<file path="config.mk">
export PLATFORM = sky130hd
export DESIGN_NAME = type_c_accessory_detect
export DESIGN_NICKNAME = d
export VERILOG_FILES = /design/src/design/accessory_detect_pkg.sv /design/src/design/cc_level_sync.sv /design/src/design/event_status_irq.sv /design/src/design/type_c_accessory_detect.sv
export SDC_FILE = /design/constraint.sdc
export NUM_CORES = 1
export LEC_CHECK = 0
export BUFFER_PORTS_ARGS = -buffer_cell sky130_fd_sc_hd__buf_4
export CAP_MARGIN = 15
export CORE_MARGIN = 2
export CORE_UTILIZATION = 45
export CTS_CLUSTER_SIZE = 25
export DETAILED_ROUTE_END_ITERATION = 8
export PLACE_DENSITY_LB_ADDON = 0.3
export SLEW_MARGIN = 25
export SYNTH_ARGS = -nofsm -noshare
export SYNTH_HDL_FRONTEND = slang
export SYNTH_HIERARCHICAL = 1
export SYNTH_SLANG_ARGS = --single-unit
</file>
<file path="constraint.sdc">
create_clock -name clk -period 2.2 [get_ports clk]
set_input_delay 0.44 -clock clk [delete_from_list [all_inputs] [get_ports clk]]
set_output_delay 0.44 -clock clk [all_outputs]
set_load 0.01 [all_outputs]
</file>
<file path="src/design/accessory_detect_pkg.sv">
// Constants, encodings and register map for Type-C accessory detection
package accessory_detect_pkg;
	// Termination level seen on a CC line, from the analog comparators
	typedef enum logic [2:0] {
		CC_OPEN = 3'h0,
		CC_RA = 3'h1,
		CC_RD = 3'h2,
		CC_RP_DEF = 3'h3,
		CC_RP_1P5 = 3'h4,
		CC_RP_3A = 3'h5
	} cc_level_t;

	// Configured Type-C power mode
	localparam logic [2:0] MODE_SRC = 3'h0;
	localparam logic [2:0] MODE_SNK = 3'h1;
	localparam logic [2:0] MODE_DRP = 3'h2;
	localparam logic [2:0] MODE_SRC_ACC = 3'h3;
	localparam logic [2:0] MODE_SNK_ACC = 3'h4;
	localparam logic [2:0] MODE_DRP_ACC = 3'h5;
	localparam logic [2:0] MODE_DRP_ACC_TRYSRC = 3'h6;
	localparam logic [2:0] MODE_DRP_ACC_TRYSNK = 3'h7;

	// APB byte addresses
	localparam logic [7:0] ADDR_CONTROL = 8'h00;
	localparam logic [7:0] ADDR_CONNECTION_STATUS = 8'h04;
	localparam logic [7:0] ADDR_OPERATION_STATUS = 8'h08;
	localparam logic [7:0] ADDR_EVENT_STATUS = 8'h0c;
	localparam logic [7:0] ADDR_EVENT_MASK = 8'h10;

	// Control register fields and reset value
	localparam int CTRL_MODE_LSB = 0;
	localparam int CTRL_ROLE_SRC_BIT = 4;
	localparam logic [4:0] CONTROL_RESET = 5'h00;

	// Connection status fields
	localparam int CONN_MODE_LSB = 0;
	localparam int CONN_ORIENT_BIT = 4;
	localparam logic [2:0] ATTACH_NONE = 3'h0;
	localparam logic [2:0] ATTACH_AUDIO = 3'h1;
	localparam logic [2:0] ATTACH_DEBUG = 3'h2;

	// Operation status fields
	localparam int OPER_SINK_POWER_LSB = 0;
	localparam int OPER_FSM_STATE_LSB = 4;
	localparam logic [1:0] SINK_POWER_DEFAULT = 2'h0;
	localparam logic [1:0] SINK_POWER_1P5 = 2'h1;
	localparam logic [1:0] SINK_POWER_3P0 = 2'h2;
	localparam logic [2:0] FSM_CODE_IDLE = 3'h0;
	localparam logic [2:0] FSM_CODE_UNORIENTED_SRC = 3'h1;
	localparam logic [2:0] FSM_CODE_ORIENTED_SRC = 3'h2;
	localparam logic [2:0] FSM_CODE_AUDIO = 3'h3;
	localparam logic [2:0] FSM_CODE_DEBUG_SNK = 3'h4;

	// Event status bits, same layout in the mask register
	localparam int EVENTS = 4;
	localparam int EV_AUDIO_ATTACH = 0;
	localparam int EV_DEBUG_ATTACH = 1;
	localparam int EV_DETACH = 2;
	localparam int EV_ORIENTED = 3;
	localparam logic [EVENTS-1:0] EVENT_MASK_RESET = 4'hf;

	// Synchroniser depth for comparator inputs
	localparam int SYNC_STAGES = 3;
endpackage

</file>
<file path="src/design/cc_level_sync.sv">
// Three-stage synchroniser that accepts a change once stages two and three agree
`timescale 1ns/1ns
module cc_level_sync #(
	parameter int WIDTH = 3
) (
	input wire logic clk, // Core clock
	input wire logic sys_rst, // Synchronous reset, active high
	input wire logic [WIDTH-1:0] async_in, // Level from outside the clock domain
	output logic [WIDTH-1:0] sync_out // Settled level
);
	logic [WIDTH-1:0] stage1;
	logic [WIDTH-1:0] stage2;
	logic [WIDTH-1:0] stage3;
	logic [WIDTH-1:0] next_sync_out;

	always_comb
	begin
		next_sync_out = sync_out;
		if (stage2 == stage3)
			next_sync_out = stage3;
	end

	always_ff @(posedge clk)
	begin
		if (sys_rst)
		begin
			stage1 <= '0;
			stage2 <= '0;
			stage3 <= '0;
			sync_out <= '0;
		end
		else
		begin
			stage1 <= async_in;
			stage2 <= stage1;
			stage3 <= stage2;
			sync_out <= next_sync_out;
		end
	end
endmodule // cc_level_sync

</file>
<file path="src/design/event_status_irq.sv">
// Sticky event flags, write-one-to-clear, with mask and one level interrupt
`timescale 1ns/1ns
module event_status_irq #(
	parameter int WIDTH = 4,
	parameter logic [WIDTH-1:0] MASK_RESET = '1
) (
	input wire logic clk, // Core clock
	input wire logic sys_rst, // Synchronous reset, active high
	input wire logic [WIDTH-1:0] event_pulse, // Hardware events
	input wire logic status_wr, // Write to status register
	input wire logic mask_wr, // Write to mask register
	input wire logic [WIDTH-1:0] wdata, // Write data
	output logic [WIDTH-1:0] status, // Sticky flags
	output logic [WIDTH-1:0] mask, // One masks a flag
	output logic irq // Level interrupt
);
	logic [WIDTH-1:0] next_status;
	logic [WIDTH-1:0] next_mask;

	always_comb
	begin
		next_status = status;
		next_mask = mask;
		if (status_wr)
			next_status = status & ~wdata;
		// Set beats a clear in the same cycle
		next_status = next_status | event_pulse;
		if (mask_wr)
			next_mask = wdata;
	end

	always_ff @(posedge clk)
	begin
		if (sys_rst)
		begin
			status <= '0;
			mask <= MASK_RESET;
		end
		else
		begin
			status <= next_status;
			mask <= next_mask;
		end
	end

	assign irq = |(status & ~mask);

	AST_EVENT_STICKS: assert property (@(posedge clk) disable iff (sys_rst)
		(event_pulse != '0) |=> ((status & $past(event_pulse)) == $past(event_pulse)))
		else $error("Event flag not set after event");
endmodule // event_status_irq

</file>
<file path="src/design/type_c_accessory_detect.sv">
// Type-C audio and debug accessory detection with APB status registers
//
// Our own choices: the APB interface to the registers and the placing of the registers.
`timescale 1ns/1ns
module type_c_accessory_detect (
	input wire logic clk, // Core clock, 125 MHz
	input wire logic sys_rst, // Synchronous reset, active high
	input wire logic psel, // APB select
	input wire logic penable, // APB enable
	input wire logic pwrite, // APB direction
	input wire logic [7:0] paddr, // APB byte address
	input wire logic [31:0] pwdata, // APB write data
	output logic [31:0] prdata, // APB read data
	output logic pready, // APB ready
	output logic pslverr, // APB error, unmapped address
	input wire accessory_detect_pkg::cc_level_t cc1_level, // CC1 comparator code
	input wire accessory_detect_pkg::cc_level_t cc2_level, // CC2 comparator code
	output logic sink_debug_indicate, // Debug accessory found in sink role
	output logic source_debug_indicate, // Debug accessory found in source role
	output logic orient_out, // Orientation pin output level
	output logic orient_oe, // Orientation pin driven when high
	output logic irq // Event interrupt, level
);
	import accessory_detect_pkg::*;

	typedef enum logic [2:0] {
		ST_IDLE,
		ST_AUDIO,
		ST_DEBUG_SNK,
		ST_UNORIENTED_SRC,
		ST_ORIENTED_SRC
	} detect_state_t;

	detect_state_t state;
	detect_state_t next_state;
	logic [2:0] cc1_sync;
	logic [2:0] cc2_sync;
	cc_level_t cc1;
	cc_level_t cc2;
	logic [4:0] control;
	logic [4:0] next_control;
	logic [2:0] power_mode;
	logic role_source;
	logic acc_enabled;
	logic [1:0] sink_power;
	logic [1:0] next_sink_power;
	logic orient_drive;
	logic next_orient_drive;
	logic [EVENTS-1:0] event_pulse;
	logic [EVENTS-1:0] ev_status;
	logic [EVENTS-1:0] ev_mask;
	logic [31:0] next_prdata;
	logic [2:0] attached_mode_field;
	logic [2:0] port_fsm_state_field;
	logic [31:0] connection_status_reg;
	logic [31:0] operation_status_reg;
	logic setup_phase;
	logic wr_access;
	logic addr_hit;

	function automatic logic is_rp(input cc_level_t lvl);
		return (lvl == CC_RP_DEF) || (lvl == CC_RP_1P5) || (lvl == CC_RP_3A);
	endfunction

	// Current advertised by a pair of Rp levels
	function automatic logic [1:0] rp_capability(input cc_level_t hi, input cc_level_t lo);
		logic [1:0] cap;
		cap = SINK_POWER_DEFAULT;
		if (hi == CC_RP_1P5 && lo == CC_RP_DEF)
			cap = SINK_POWER_1P5;
		else if (hi == CC_RP_3A && lo == CC_RP_DEF)
			cap = SINK_POWER_3P0;
		return cap;
	endfunction

	cc_level_sync #(
		.WIDTH(3)
	) u_sync_cc1 (
		.clk(clk),
		.sys_rst(sys_rst),
		.async_in(cc1_level),
		.sync_out(cc1_sync)
	);

	cc_level_sync #(
		.WIDTH(3)
	) u_sync_cc2 (
		.clk(clk),
		.sys_rst(sys_rst),
		.async_in(cc2_level),
		.sync_out(cc2_sync)
	);

	assign cc1 = cc_level_t'(cc1_sync);
	assign cc2 = cc_level_t'(cc2_sync);

	assign power_mode = control[CTRL_MODE_LSB +: 3];
	assign role_source = control[CTRL_ROLE_SRC_BIT];
	assign acc_enabled = (power_mode == MODE_SRC_ACC) || (power_mode == MODE_SNK_ACC) ||
		(power_mode == MODE_DRP_ACC) || (power_mode == MODE_DRP_ACC_TRYSRC) ||
		(power_mode == MODE_DRP_ACC_TRYSNK);

	// Detection state machine
	always_comb
	begin
		next_state = state;
		next_sink_power = sink_power;
		next_orient_drive = orient_drive;
		unique case (state)
			ST_IDLE:
			begin
				next_sink_power = SINK_POWER_DEFAULT;
				next_orient_drive = 1'b0;
				if (acc_enabled)
				begin
					if (cc1 == CC_RA && cc2 == CC_RA)
						next_state = ST_AUDIO;
					else if (!role_source && is_rp(cc1) && is_rp(cc2))
						next_state = ST_DEBUG_SNK;
					else if (role_source && cc1 == CC_RD && cc2 == CC_RD)
						next_state = ST_UNORIENTED_SRC;
				end
			end
			ST_AUDIO:
			begin
				if (!acc_enabled || cc1 != CC_RA || cc2 != CC_RA)
					next_state = ST_IDLE;
			end
			ST_DEBUG_SNK:
			begin
				if (!acc_enabled || role_source || !is_rp(cc1) || !is_rp(cc2))
				begin
					next_state = ST_IDLE;
					next_sink_power = SINK_POWER_DEFAULT;
					next_orient_drive = 1'b0;
				end
				else if (cc1 > cc2)
				begin
					// CC1 higher: pin left floating
					next_sink_power = rp_capability(cc1, cc2);
					next_orient_drive = 1'b0;
				end
				else if (cc2 > cc1)
				begin
					next_sink_power = rp_capability(cc2, cc1);
					next_orient_drive = 1'b1;
				end
				else
				begin
					next_sink_power = SINK_POWER_DEFAULT;
					next_orient_drive = 1'b0;
				end
			end
			ST_UNORIENTED_SRC:
			begin
				next_orient_drive = 1'b0;
				if (!acc_enabled || !role_source)
					next_state = ST_IDLE;
				else if (cc1 == CC_RD && cc2 == CC_RA)
					next_state = ST_ORIENTED_SRC;
				else if (cc2 == CC_RD && cc1 == CC_RA)
				begin
					next_state = ST_ORIENTED_SRC;
					next_orient_drive = 1'b1;
				end
				else if (cc1 != CC_RD || cc2 != CC_RD)
					next_state = ST_IDLE;
			end
			ST_ORIENTED_SRC:
			begin
				if (!acc_enabled || !role_source)
					next_state = ST_IDLE;
				else if (cc1 == CC_RD && cc2 == CC_RD)
					next_state = ST_UNORIENTED_SRC;
				else if (!((cc1 == CC_RD && cc2 == CC_RA) || (cc2 == CC_RD && cc1 == CC_RA)))
					next_state = ST_IDLE;
				// Follow a side swap without passing through unoriented
				next_orient_drive = (next_state == ST_ORIENTED_SRC) && (cc1 == CC_RA);
			end
		endcase
	end

	always_ff @(posedge clk)
	begin
		if (sys_rst)
		begin
			state <= ST_IDLE;
			sink_power <= SINK_POWER_DEFAULT;
			orient_drive <= 1'b0;
		end
		else
		begin
			state <= next_state;
			sink_power <= next_sink_power;
			orient_drive <= next_orient_drive;
		end
	end

	// Pins follow the registered state
	always_comb
	begin
		sink_debug_indicate = (state == ST_DEBUG_SNK);
		source_debug_indicate = (state == ST_UNORIENTED_SRC) ||
			(state == ST_ORIENTED_SRC);
		orient_oe = orient_drive;
		orient_out = 1'b0;
	end

	// Status fields
	always_comb
	begin
		attached_mode_field = ATTACH_NONE;
		port_fsm_state_field = FSM_CODE_IDLE;
		unique case (state)
			ST_IDLE:
				port_fsm_state_field = FSM_CODE_IDLE;
			ST_AUDIO:
			begin
				attached_mode_field = ATTACH_AUDIO;
				port_fsm_state_field = FSM_CODE_AUDIO;
			end
			ST_DEBUG_SNK:
			begin
				attached_mode_field = ATTACH_DEBUG;
				port_fsm_state_field = FSM_CODE_DEBUG_SNK;
			end
			ST_UNORIENTED_SRC:
			begin
				attached_mode_field = ATTACH_DEBUG;
				port_fsm_state_field = FSM_CODE_UNORIENTED_SRC;
			end
			ST_ORIENTED_SRC:
			begin
				attached_mode_field = ATTACH_DEBUG;
				port_fsm_state_field = FSM_CODE_ORIENTED_SRC;
			end
		endcase
		connection_status_reg = '0;
		connection_status_reg[CONN_MODE_LSB +: 3] = attached_mode_field;
		connection_status_reg[CONN_ORIENT_BIT] = orient_drive;
		operation_status_reg = '0;
		operation_status_reg[OPER_SINK_POWER_LSB +: 2] = sink_power;
		operation_status_reg[OPER_FSM_STATE_LSB +: 3] = port_fsm_state_field;
	end

	// Events raised on state entries
	always_comb
	begin
		event_pulse = '0;
		event_pulse[EV_AUDIO_ATTACH] = (next_state == ST_AUDIO) && (state == ST_IDLE);
		event_pulse[EV_DEBUG_ATTACH] = (state == ST_IDLE) &&
			((next_state == ST_DEBUG_SNK) || (next_state == ST_UNORIENTED_SRC));
		event_pulse[EV_DETACH] = (state != ST_IDLE) && (next_state == ST_IDLE);
		event_pulse[EV_ORIENTED] = (state == ST_UNORIENTED_SRC) &&
			(next_state == ST_ORIENTED_SRC);
	end

	// APB slave, zero wait states
	assign setup_phase = psel && !penable;
	assign wr_access = psel && penable && pwrite && addr_hit;
	assign pready = 1'b1;
	assign pslverr = psel && penable && !addr_hit;

	always_comb
	begin
		addr_hit = (paddr == ADDR_CONTROL) || (paddr == ADDR_CONNECTION_STATUS) ||
			(paddr == ADDR_OPERATION_STATUS) || (paddr == ADDR_EVENT_STATUS) ||
			(paddr == ADDR_EVENT_MASK);
		next_control = control;
		if (wr_access && paddr == ADDR_CONTROL)
			next_control = pwdata[4:0];
		next_prdata = prdata;
		if (setup_phase)
		begin
			next_prdata = '0;
			if (paddr == ADDR_CONTROL)
				next_prdata = {27'h0, control};
			else if (paddr == ADDR_CONNECTION_STATUS)
				next_prdata = connection_status_reg;
			else if (paddr == ADDR_OPERATION_STATUS)
				next_prdata = operation_status_reg;
			else if (paddr == ADDR_EVENT_STATUS)
				next_prdata = {28'h0000000, ev_status};
			else if (paddr == ADDR_EVENT_MASK)
				next_prdata = {28'h0000000, ev_mask};
		end
	end

	always_ff @(posedge clk)
	begin
		if (sys_rst)
		begin
			control <= CONTROL_RESET;
			prdata <= '0;
		end
		else
		begin
			control <= next_control;
			prdata <= next_prdata;
		end
	end

	event_status_irq #(
		.WIDTH(EVENTS),
		.MASK_RESET(EVENT_MASK_RESET)
	) u_events (
		.clk(clk),
		.sys_rst(sys_rst),
		.event_pulse(event_pulse),
		.status_wr(wr_access && paddr == ADDR_EVENT_STATUS),
		.mask_wr(wr_access && paddr == ADDR_EVENT_MASK),
		.wdata(pwdata[EVENTS-1:0]),
		.status(ev_status),
		.mask(ev_mask),
		.irq(irq)
	);

	AST_NO_DETECT_WITHOUT_ACC: assert property (@(posedge clk) disable iff (sys_rst)
		!acc_enabled |=> (state == ST_IDLE) || $past(state) != ST_IDLE)
		else $error("Detection left idle without accessory mode");
	AST_AUDIO_ENTRY: assert property (@(posedge clk) disable iff (sys_rst)
		(state == ST_IDLE && acc_enabled && cc1 == CC_RA && cc2 == CC_RA) |=>
		(state == ST_AUDIO))
		else $error("Audio accessory not declared");
	AST_AUDIO_FIELD: assert property (@(posedge clk) disable iff (sys_rst)
		(state == ST_AUDIO) |-> (connection_status_reg[2:0] == ATTACH_AUDIO))
		else $error("Audio attach not reported");
	AST_SNK_ROLE_ONLY: assert property (@(posedge clk) disable iff (sys_rst)
		$rose(sink_debug_indicate) |-> !$past(role_source))
		else $error("Sink debug raised in source role");
	AST_DEBUG_PINS_FIELD: assert property (@(posedge clk) disable iff (sys_rst)
		(sink_debug_indicate || source_debug_indicate) |->
		(attached_mode_field == ATTACH_DEBUG) && !(sink_debug_indicate && source_debug_indicate))
		else $error("Debug pins and field disagree");
	AST_SNK_DEBUG_ENTRY: assert property (@(posedge clk) disable iff (sys_rst)
		(state == ST_IDLE && acc_enabled && !role_source && is_rp(cc1) && is_rp(cc2) &&
		!(cc1 == CC_RA && cc2 == CC_RA)) |=> sink_debug_indicate)
		else $error("Sink debug accessory not declared");
	AST_SNK_3A: assert property (@(posedge clk) disable iff (sys_rst)
		(state == ST_DEBUG_SNK && next_state == ST_DEBUG_SNK && cc2 == CC_RP_3A &&
		cc1 == CC_RP_DEF) |=> (sink_power == SINK_POWER_3P0) && orient_oe)
		else $error("Sink 3.0 A mapping wrong");
	AST_SRC_DEBUG_ENTRY: assert property (@(posedge clk) disable iff (sys_rst)
		(state == ST_IDLE && acc_enabled && role_source && cc1 == CC_RD && cc2 == CC_RD)
		|=> source_debug_indicate && !orient_oe)
		else $error("Source debug accessory not declared");
	AST_SRC_ORIENT: assert property (@(posedge clk) disable iff (sys_rst)
		(state == ST_UNORIENTED_SRC && acc_enabled && role_source && cc2 == CC_RD &&
		cc1 == CC_RA) |=> (port_fsm_state_field == FSM_CODE_ORIENTED_SRC) && orient_oe)
		else $error("Source orientation not resolved");
	AST_DETACH_RELEASE: assert property (@(posedge clk) disable iff (sys_rst)
		(state != ST_IDLE && next_state == ST_IDLE) |=> (!orient_oe &&
		!sink_debug_indicate && !source_debug_indicate && attached_mode_field == ATTACH_NONE))
		else $error("Outputs not released after detach");
endmodule // type_c_accessory_detect

</file>
Yosys cells after proc, flatten, opt, wreduce, memory -nomap -nowiden
Cells that the tools add are included.
{"block": "word_totals", "register_bits": 75, "output_inout_bits": 39}
{"block": "classes", "n_lt_le_gt_ge": 2, "n_eq_ne": 34, "muxes": 38, "n_bitwise": 5, "reduce_logical": 61}
{"operator": "$mux W3", "n": 14}
{"operator": "$eq A3 B3 Y1 const B", "n": 11}
{"operator": "$pmux W3 S5", "n": 2}
{"operator": "$eq A3 B2 Y1 const B", "n": 9}
{"operator": "$logic_and A1 B1 Y1", "n": 25}
{"operator": "$logic_or A1 B1 Y1", "n": 22}
{"operator": "$mux W7", "n": 3}
{"operator": "$eq A8 B4 Y1 const B", "n": 2}
{"operator": "$mux W2", "n": 7}
{"operator": "$eq A3 B1 Y1 const B", "n": 4}
{"operator": "$mux W4", "n": 3}
{"operator": "$and A4 B4 Y4", "n": 2}
{"operator": "$eq A8 B3 Y1 const B", "n": 1}
{"operator": "$eq A8 B5 Y1 const B", "n": 1}
{"operator": "$logic_not A8 Y1", "n": 1}
{"operator": "$not A4 Y4", "n": 2}
{"operator": "$pmux W2 S2", "n": 2}
{"operator": "$eq A3 B3 Y1", "n": 2}
{"operator": "$gt A3 B3 Y1", "n": 2}
{"operator": "$logic_not A1 Y1", "n": 6}
{"operator": "$logic_not A3 Y1", "n": 2}
{"operator": "$mux W1", "n": 6}
{"operator": "$ne A3 B1 Y1 const B", "n": 2}
{"operator": "$ne A3 B2 Y1 const B", "n": 2}
{"operator": "other kinds (7)", "n": 7}

Longest topological paths before layout
{"block": "logic_depth", "depth_word": 15, "mapped_depth": 8, "ltp_nobuf": 7}

Modules after synthesis
Netlist, hierarchy kept.
{"mod": "type_c_accessory_detect", "n_inst": 1, "cells_per_inst": 223, "area_each_um2": 1737.9, "seq_area_each_um2": 360.3}
{"mod": "cc_level_sync", "n_inst": 2, "cells_per_inst": 37, "area_each_um2": 404.1, "seq_area_each_um2": 240.2}
{"mod": "event_status_irq", "n_inst": 1, "cells_per_inst": 34, "area_each_um2": 321.6, "seq_area_each_um2": 160.2}

Worst setup path before layout
Ideal clock, no wire load.
{"block": "synth_path", "kind": "input-to-reg", "from": "input port paddr[2]", "to": "register u_events.mask[3]", "setup_time_ns": 0.120, "t_arrival_ns": 1.866, "path_slack_ns": 0.214, "cell_stages": 7, "n_path_buf": 2, "cell_sequence": "clkbuf_8 > or2_2 > clkbuf_1 > nor2_1 > and3_1 > nor2b_1 > a211o_1"}
{"block": "synth_via", "elab_chain_len": 7}
{"element": "start, declared", "line": "type_c_accessory_detect.sv:11", "rtl": "input wire logic [7:0] paddr,"}
{"element": "$eq A8 B3 Y1 / $logic_not A8 Y1 (equally long branches)", "line": "type_c_accessory_detect.sv:266", "rtl": "addr_hit = (paddr == ADDR_CONTROL) || (paddr == ADDR_CONNECTION_STATUS) ||"}
{"element": "$logic_or A1 B1 Y1 (2 in series)", "line": "type_c_accessory_detect.sv:266"}
{"element": "$logic_or A1 B1 Y1 (2 in series)", "line": "type_c_accessory_detect.sv:267", "rtl": "(paddr == ADDR_OPERATION_STATUS) || (paddr == ADDR_EVENT_STATUS) ||"}
{"element": "$logic_and A1 B1 Y1", "line": "type_c_accessory_detect.sv:260", "rtl": "assign wr_access = psel && penable && pwrite && addr_hit;"}
{"element": "$logic_and A1 B1 Y1 (*)", "line": "type_c_accessory_detect.sv:311", "rtl": ".mask_wr(wr_access && paddr == ADDR_EVENT_MASK),"}
{"element": "end signal, assigned", "line": "event_status_irq.sv:42", "rtl": "mask <= next_mask;"}
{"element": "end, declared", "line": "event_status_irq.sv:14", "rtl": "output logic [WIDTH-1:0] mask,"}
Mark *: on every way between the ends. The rest lies on a longest branch, timed or not.
A chain may end at the register's enable or synchronous reset.

Final worst setup path
{"block": "layout_path", "from": "register u_sync_cc2.sync_out[1]", "to": "register u_events.status[0]"}
{"block": "layout_via", "elab_chain_len": 11}
{"element": "start, declared", "line": "cc_level_sync.sv:9", "rtl": "output logic [WIDTH-1:0] sync_out"}
{"element": "start signal, assigned", "line": "cc_level_sync.sv:37", "rtl": "sync_out <= next_sync_out;"}
{"element": "$eq A3 B1 Y1, or another cell as far along", "line": "type_c_accessory_detect.sv:116, type_c_accessory_detect.sv:159, type_c_accessory_detect.sv:175"}
{"element": "$logic_and A1 B1 Y1, or another cell as far along", "line": "type_c_accessory_detect.sv:159, type_c_accessory_detect.sv:175"}
{"element": "$logic_or A1 B1 Y1, on equally long branches", "line": "type_c_accessory_detect.sv:175, type_c_accessory_detect.sv:62"}
{"element": "$mux W3 / $logic_and A1 B1 Y1 (equally long branches)", "line": "type_c_accessory_detect.sv:175, type_c_accessory_detect.sv:118"}
{"element": "$mux W3, on equally long branches", "line": "type_c_accessory_detect.sv:173, type_c_accessory_detect.sv:118"}
{"element": "$mux W3, on equally long branches", "line": "type_c_accessory_detect.sv:171, type_c_accessory_detect.sv:116"}
{"element": "$mux W3, on equally long branches", "line": "type_c_accessory_detect.sv:109, type_c_accessory_detect.sv:114"}
{"element": "$pmux W3 S5 (*)", "line": "type_c_accessory_detect.sv:109", "rtl": "unique case (state)"}
{"element": "$eq A3 B1 Y1 (*)", "line": "type_c_accessory_detect.sv:250", "rtl": "event_pulse[EV_AUDIO_ATTACH] = (next_state == ST_AUDIO) && (state == ST_IDLE);"}
{"element": "$logic_and A1 B1 Y1 (*)", "line": "type_c_accessory_detect.sv:250"}
{"element": "net event_pulse[0]", "line": "type_c_accessory_detect.sv:49", "rtl": "logic [EVENTS-1:0] event_pulse;"}
{"element": "$or A4 B4 Y4 (*)", "line": "event_status_irq.sv:27", "rtl": "next_status = next_status | event_pulse;"}
{"element": "end signal, assigned", "line": "event_status_irq.sv:41", "rtl": "status <= next_status;"}
{"element": "end, declared", "line": "event_status_irq.sv:13", "rtl": "output logic [WIDTH-1:0] status,"}
The timed path passes the listed nets; every way through them passes the cells marked *. The select of a mux whose other input is x is not followed.

==> flow_summary.json <==
{
  "status": "finished, final reports clean",
  "die-area_um2": 7030,
  "synth_top_area_share_pct": 34.9,
  "place_congestion": 0.848,
  "min_path_type": "input port to register",
  "first_global_vias": 2030,
  "nFillCells": 612,
  "ir_worst_vdd_uv": 362,
  "finalNetCount": 420,
  "hpwlAfterDp_mm": 4.13,
  "synth_flop_cell": "dfxtp_1",
  "initial_core_util_pct": 46.0,
  "critical_path_arrival_ns": 2.24,
  "min_path_cells": 2,
  "tritoncts": "done",
  "worstPathRequired_ns": 2.42,
  "worst_slack_ns": 0.185,
  "path_delay_family": "compound AO/OA/AOI/OAI gates",
  "met2_usage_pct": 26.9,
  "rsz0062_at_grt": "no",
  "routed_wl_mm": 5.58,
  "finalCriticalPeriod_ns": 2.02,
  "clk_pin_slew_ns": 0.09,
  "grt_max_degree": 55,
  "slew_headroom_pct": 65.7,
  "critPathKind": "register to register",
  "clock-sinks": 50,
  "slowest_stage": "dfxtp_1",
  "cp_num_cells": 8,
  "cp_slowest_stage_delay_ns": 0.36,
  "yosysMostFrequentCell": "dfxtp_1",
  "synth_cells": 331,
  "setup_viol": 0,
  "insertion_delay_ns": 0.30,
  "yosysSeqAreaShare_pct": 34.9,
  "io_buffers": 35,
  "wl_per_cell_um": 12.6,
  "finClkSkew_ns": 0.00482,
  "finalMaxSlewViolations": 0,
  "busiest_layer": "met2",
  "syn_area_um2": 2870,
  "die_w_um": 83.8,
  "grt_use_total_pct": 16.2,
  "synth_top_area_cell": "dfxtp_1",
  "dp_slack_ns": 0.124,
  "vias": 2299,
  "cp_max_fo": 5,
  "tns_ns": 0,
  "final_antenna_net_count": 0,
  "multi_input_area_um2": 1600,
  "final_area_um2": 3190,
  "cts_root_buffer": "clkbuf_8",
  "async_reset_ff_share_pct": 0,
  "htreeDepth": 2,
  "rows": 29,
  "grt_pass1_wl_mm": 9.35,
  "synth_edf_count": 0,
  "ys_ff_latch": 50,
  "maxCapViolations": 0,
  "core_um2": 6240,
  "final_cells": 444,
  "fin_crit_sh_pct": 91.6,
  "synth_area_per_cell_um2": 8.66,
  "overflow": 0,
  "seq_area_um2": 1010,
  "end_kind": "register",
  "antenna_found_initial": 0,
  "finalHoldViolCount": 0,
  "finalPower_mw": 1.60,
  "p_leak_nw": 1.31,
  "cts_made_buffers": 5,
  "ys_types": 55,
  "synthTopCellsByArea": "dfxtp_1 35%, buf_4 7.1%, nor2b_1 6.1%, mux2i_1 3.5%, nand2_1 3.4%",
  "path_buf_inv": 2,
  "start_kind": "register",
  "rr_worst_depth": 8,
  "drc_errors": 0,
  "post-place-cells": 436,
  "cts_setup_buffers": 0,
  "io_pins": 90,
  "yosys-top-cells-count": "50 x dfxtp_1, 28 x nor2b_1, 27 x buf_4, 26 x nand2_1, 20 x nor2_1",
  "worstPathCellList": "buf_4 -> nor3b_2 -> nand2_1 -> a311o_1 -> o2bb2ai_1 -> and4b_1 -> inv_1 -> a311oi_1",
  "grt_use_met3_pct": 3.76,
  "post_drt_via_cell_ratio": 5.18,
  "ys_warn_count": 6,
  "fmax_mhz": 496,
  "worst_pin_slew_ns": 0.514,
  "area_growth_pct": 11.1,
  "drt_pass1_iterations": 6,
  "n_antenna_cell": 0,
  "drive_above_1_share_pct": 19.6,
  "placed_area_um2": 3080,
  "drtIter0Drc": 133,
  "cts_max_path_buffers": 2,
  "die_y_um": 83.8,
  "powerDensity_nw_per_um2": 502,
  "met1_usage_pct": 21.1
}
final cells by class:
class                   instances  area share, %
clock inverters                 2          0.432
inverters                      14           1.65
clock buffers                   6           2.28
repair buffers                 45           10.6
multi-input cells             250           50.4
flip-flops and latches         50           31.7
well taps                      77           3.02
flip-flops by register name (all words and copies together), names as in the netlist, 4 cells and up:
name,flops
control,5
prdata,7
u_events/mask,4
u_events/status,4
per-stage QoR:
step | utilization, % | hold slack [ns]
after floorplan | - | 0.414
after global placement | 49.3 | 0.418
after detailed placement | 49.3 | 0.424
after CTS | 50.7 | 0.327
after global routing | 51.0 | 0.329
final | 51.0 | 0.330
power by group:
part	switching (mW)	total, mW	leakage, nW	internal [mW]
clock network	0.299	0.524	0.0452	0.225
logic	0.0829	0.146	0.858	0.0629
registers	0.00903	0.928	0.409	0.919
total	0.391	1.60	1.31	1.21
per-layer routing:
layer  vias to the layer above  share of wire (%)
met5                         -                  0
met4                         0               0.95
met3                         7                6.6
met2                        64                 48
met1                      1049                 45
li1                       1179                  -
repair_timing:
action                     CTS  global route
hold buffers                 0             0
setup endpoints to repair    0             2
resized for setup            0             8
placed cells by master (no fill, tap or decap), drive strengths merged, types with 5 or more instances in the layout:
| cell | count |
|---|---|
| nand2 | 26 |
| inv | 14 |
| clkbuf | 6 |
| nand3 | 10 |
| a211o | 5 |
| nor2 | 20 |
| buf | 45 |
| a21oi | 13 |
| mux2i | 10 |
| nor3 | 8 |
| nor3b | 5 |
| a31oi | 6 |
| nor2b | 28 |
| nand2b | 9 |
| a32oi | 5 |
| conb | 27 |
| dfxtp | 50 |
| xor2 | 7 |
| o21ai | 12 |
path summary, 6_finish.rpt:
path,from,end,slack (ns)
min reg2reg,u_sync_cc2/stage1[1],u_sync_cc2/stage2[1],0.44
max reg2reg,u_sync_cc2/sync_out[1],u_events/status[0],0.18
min,pwdata[3],u_events/status[3],0.33
max,u_sync_cc2/sync_out[1],u_events/status[0],0.18
cell families (layout without fill, tap and decap cells):
family | after synthesis | in the layout | synth area share (%)
multiplexers | 10 | 10 | 3.49
XOR/XNOR | 7 | 7 | 2.14
other | 2 | 27 | 0.262
flip-flops | 50 | 50 | 34.9
AO/OA/AOI/OAI | 66 | 66 | 16.3
adder cells (fa/ha/maj) | 3 | 3 | 1.31
AND/OR/NAND/NOR | 137 | 137 | 28.8
buffers and inverters | 56 | 67 | 12.9
Note: power is estimated with default switching activity, not from simulation.
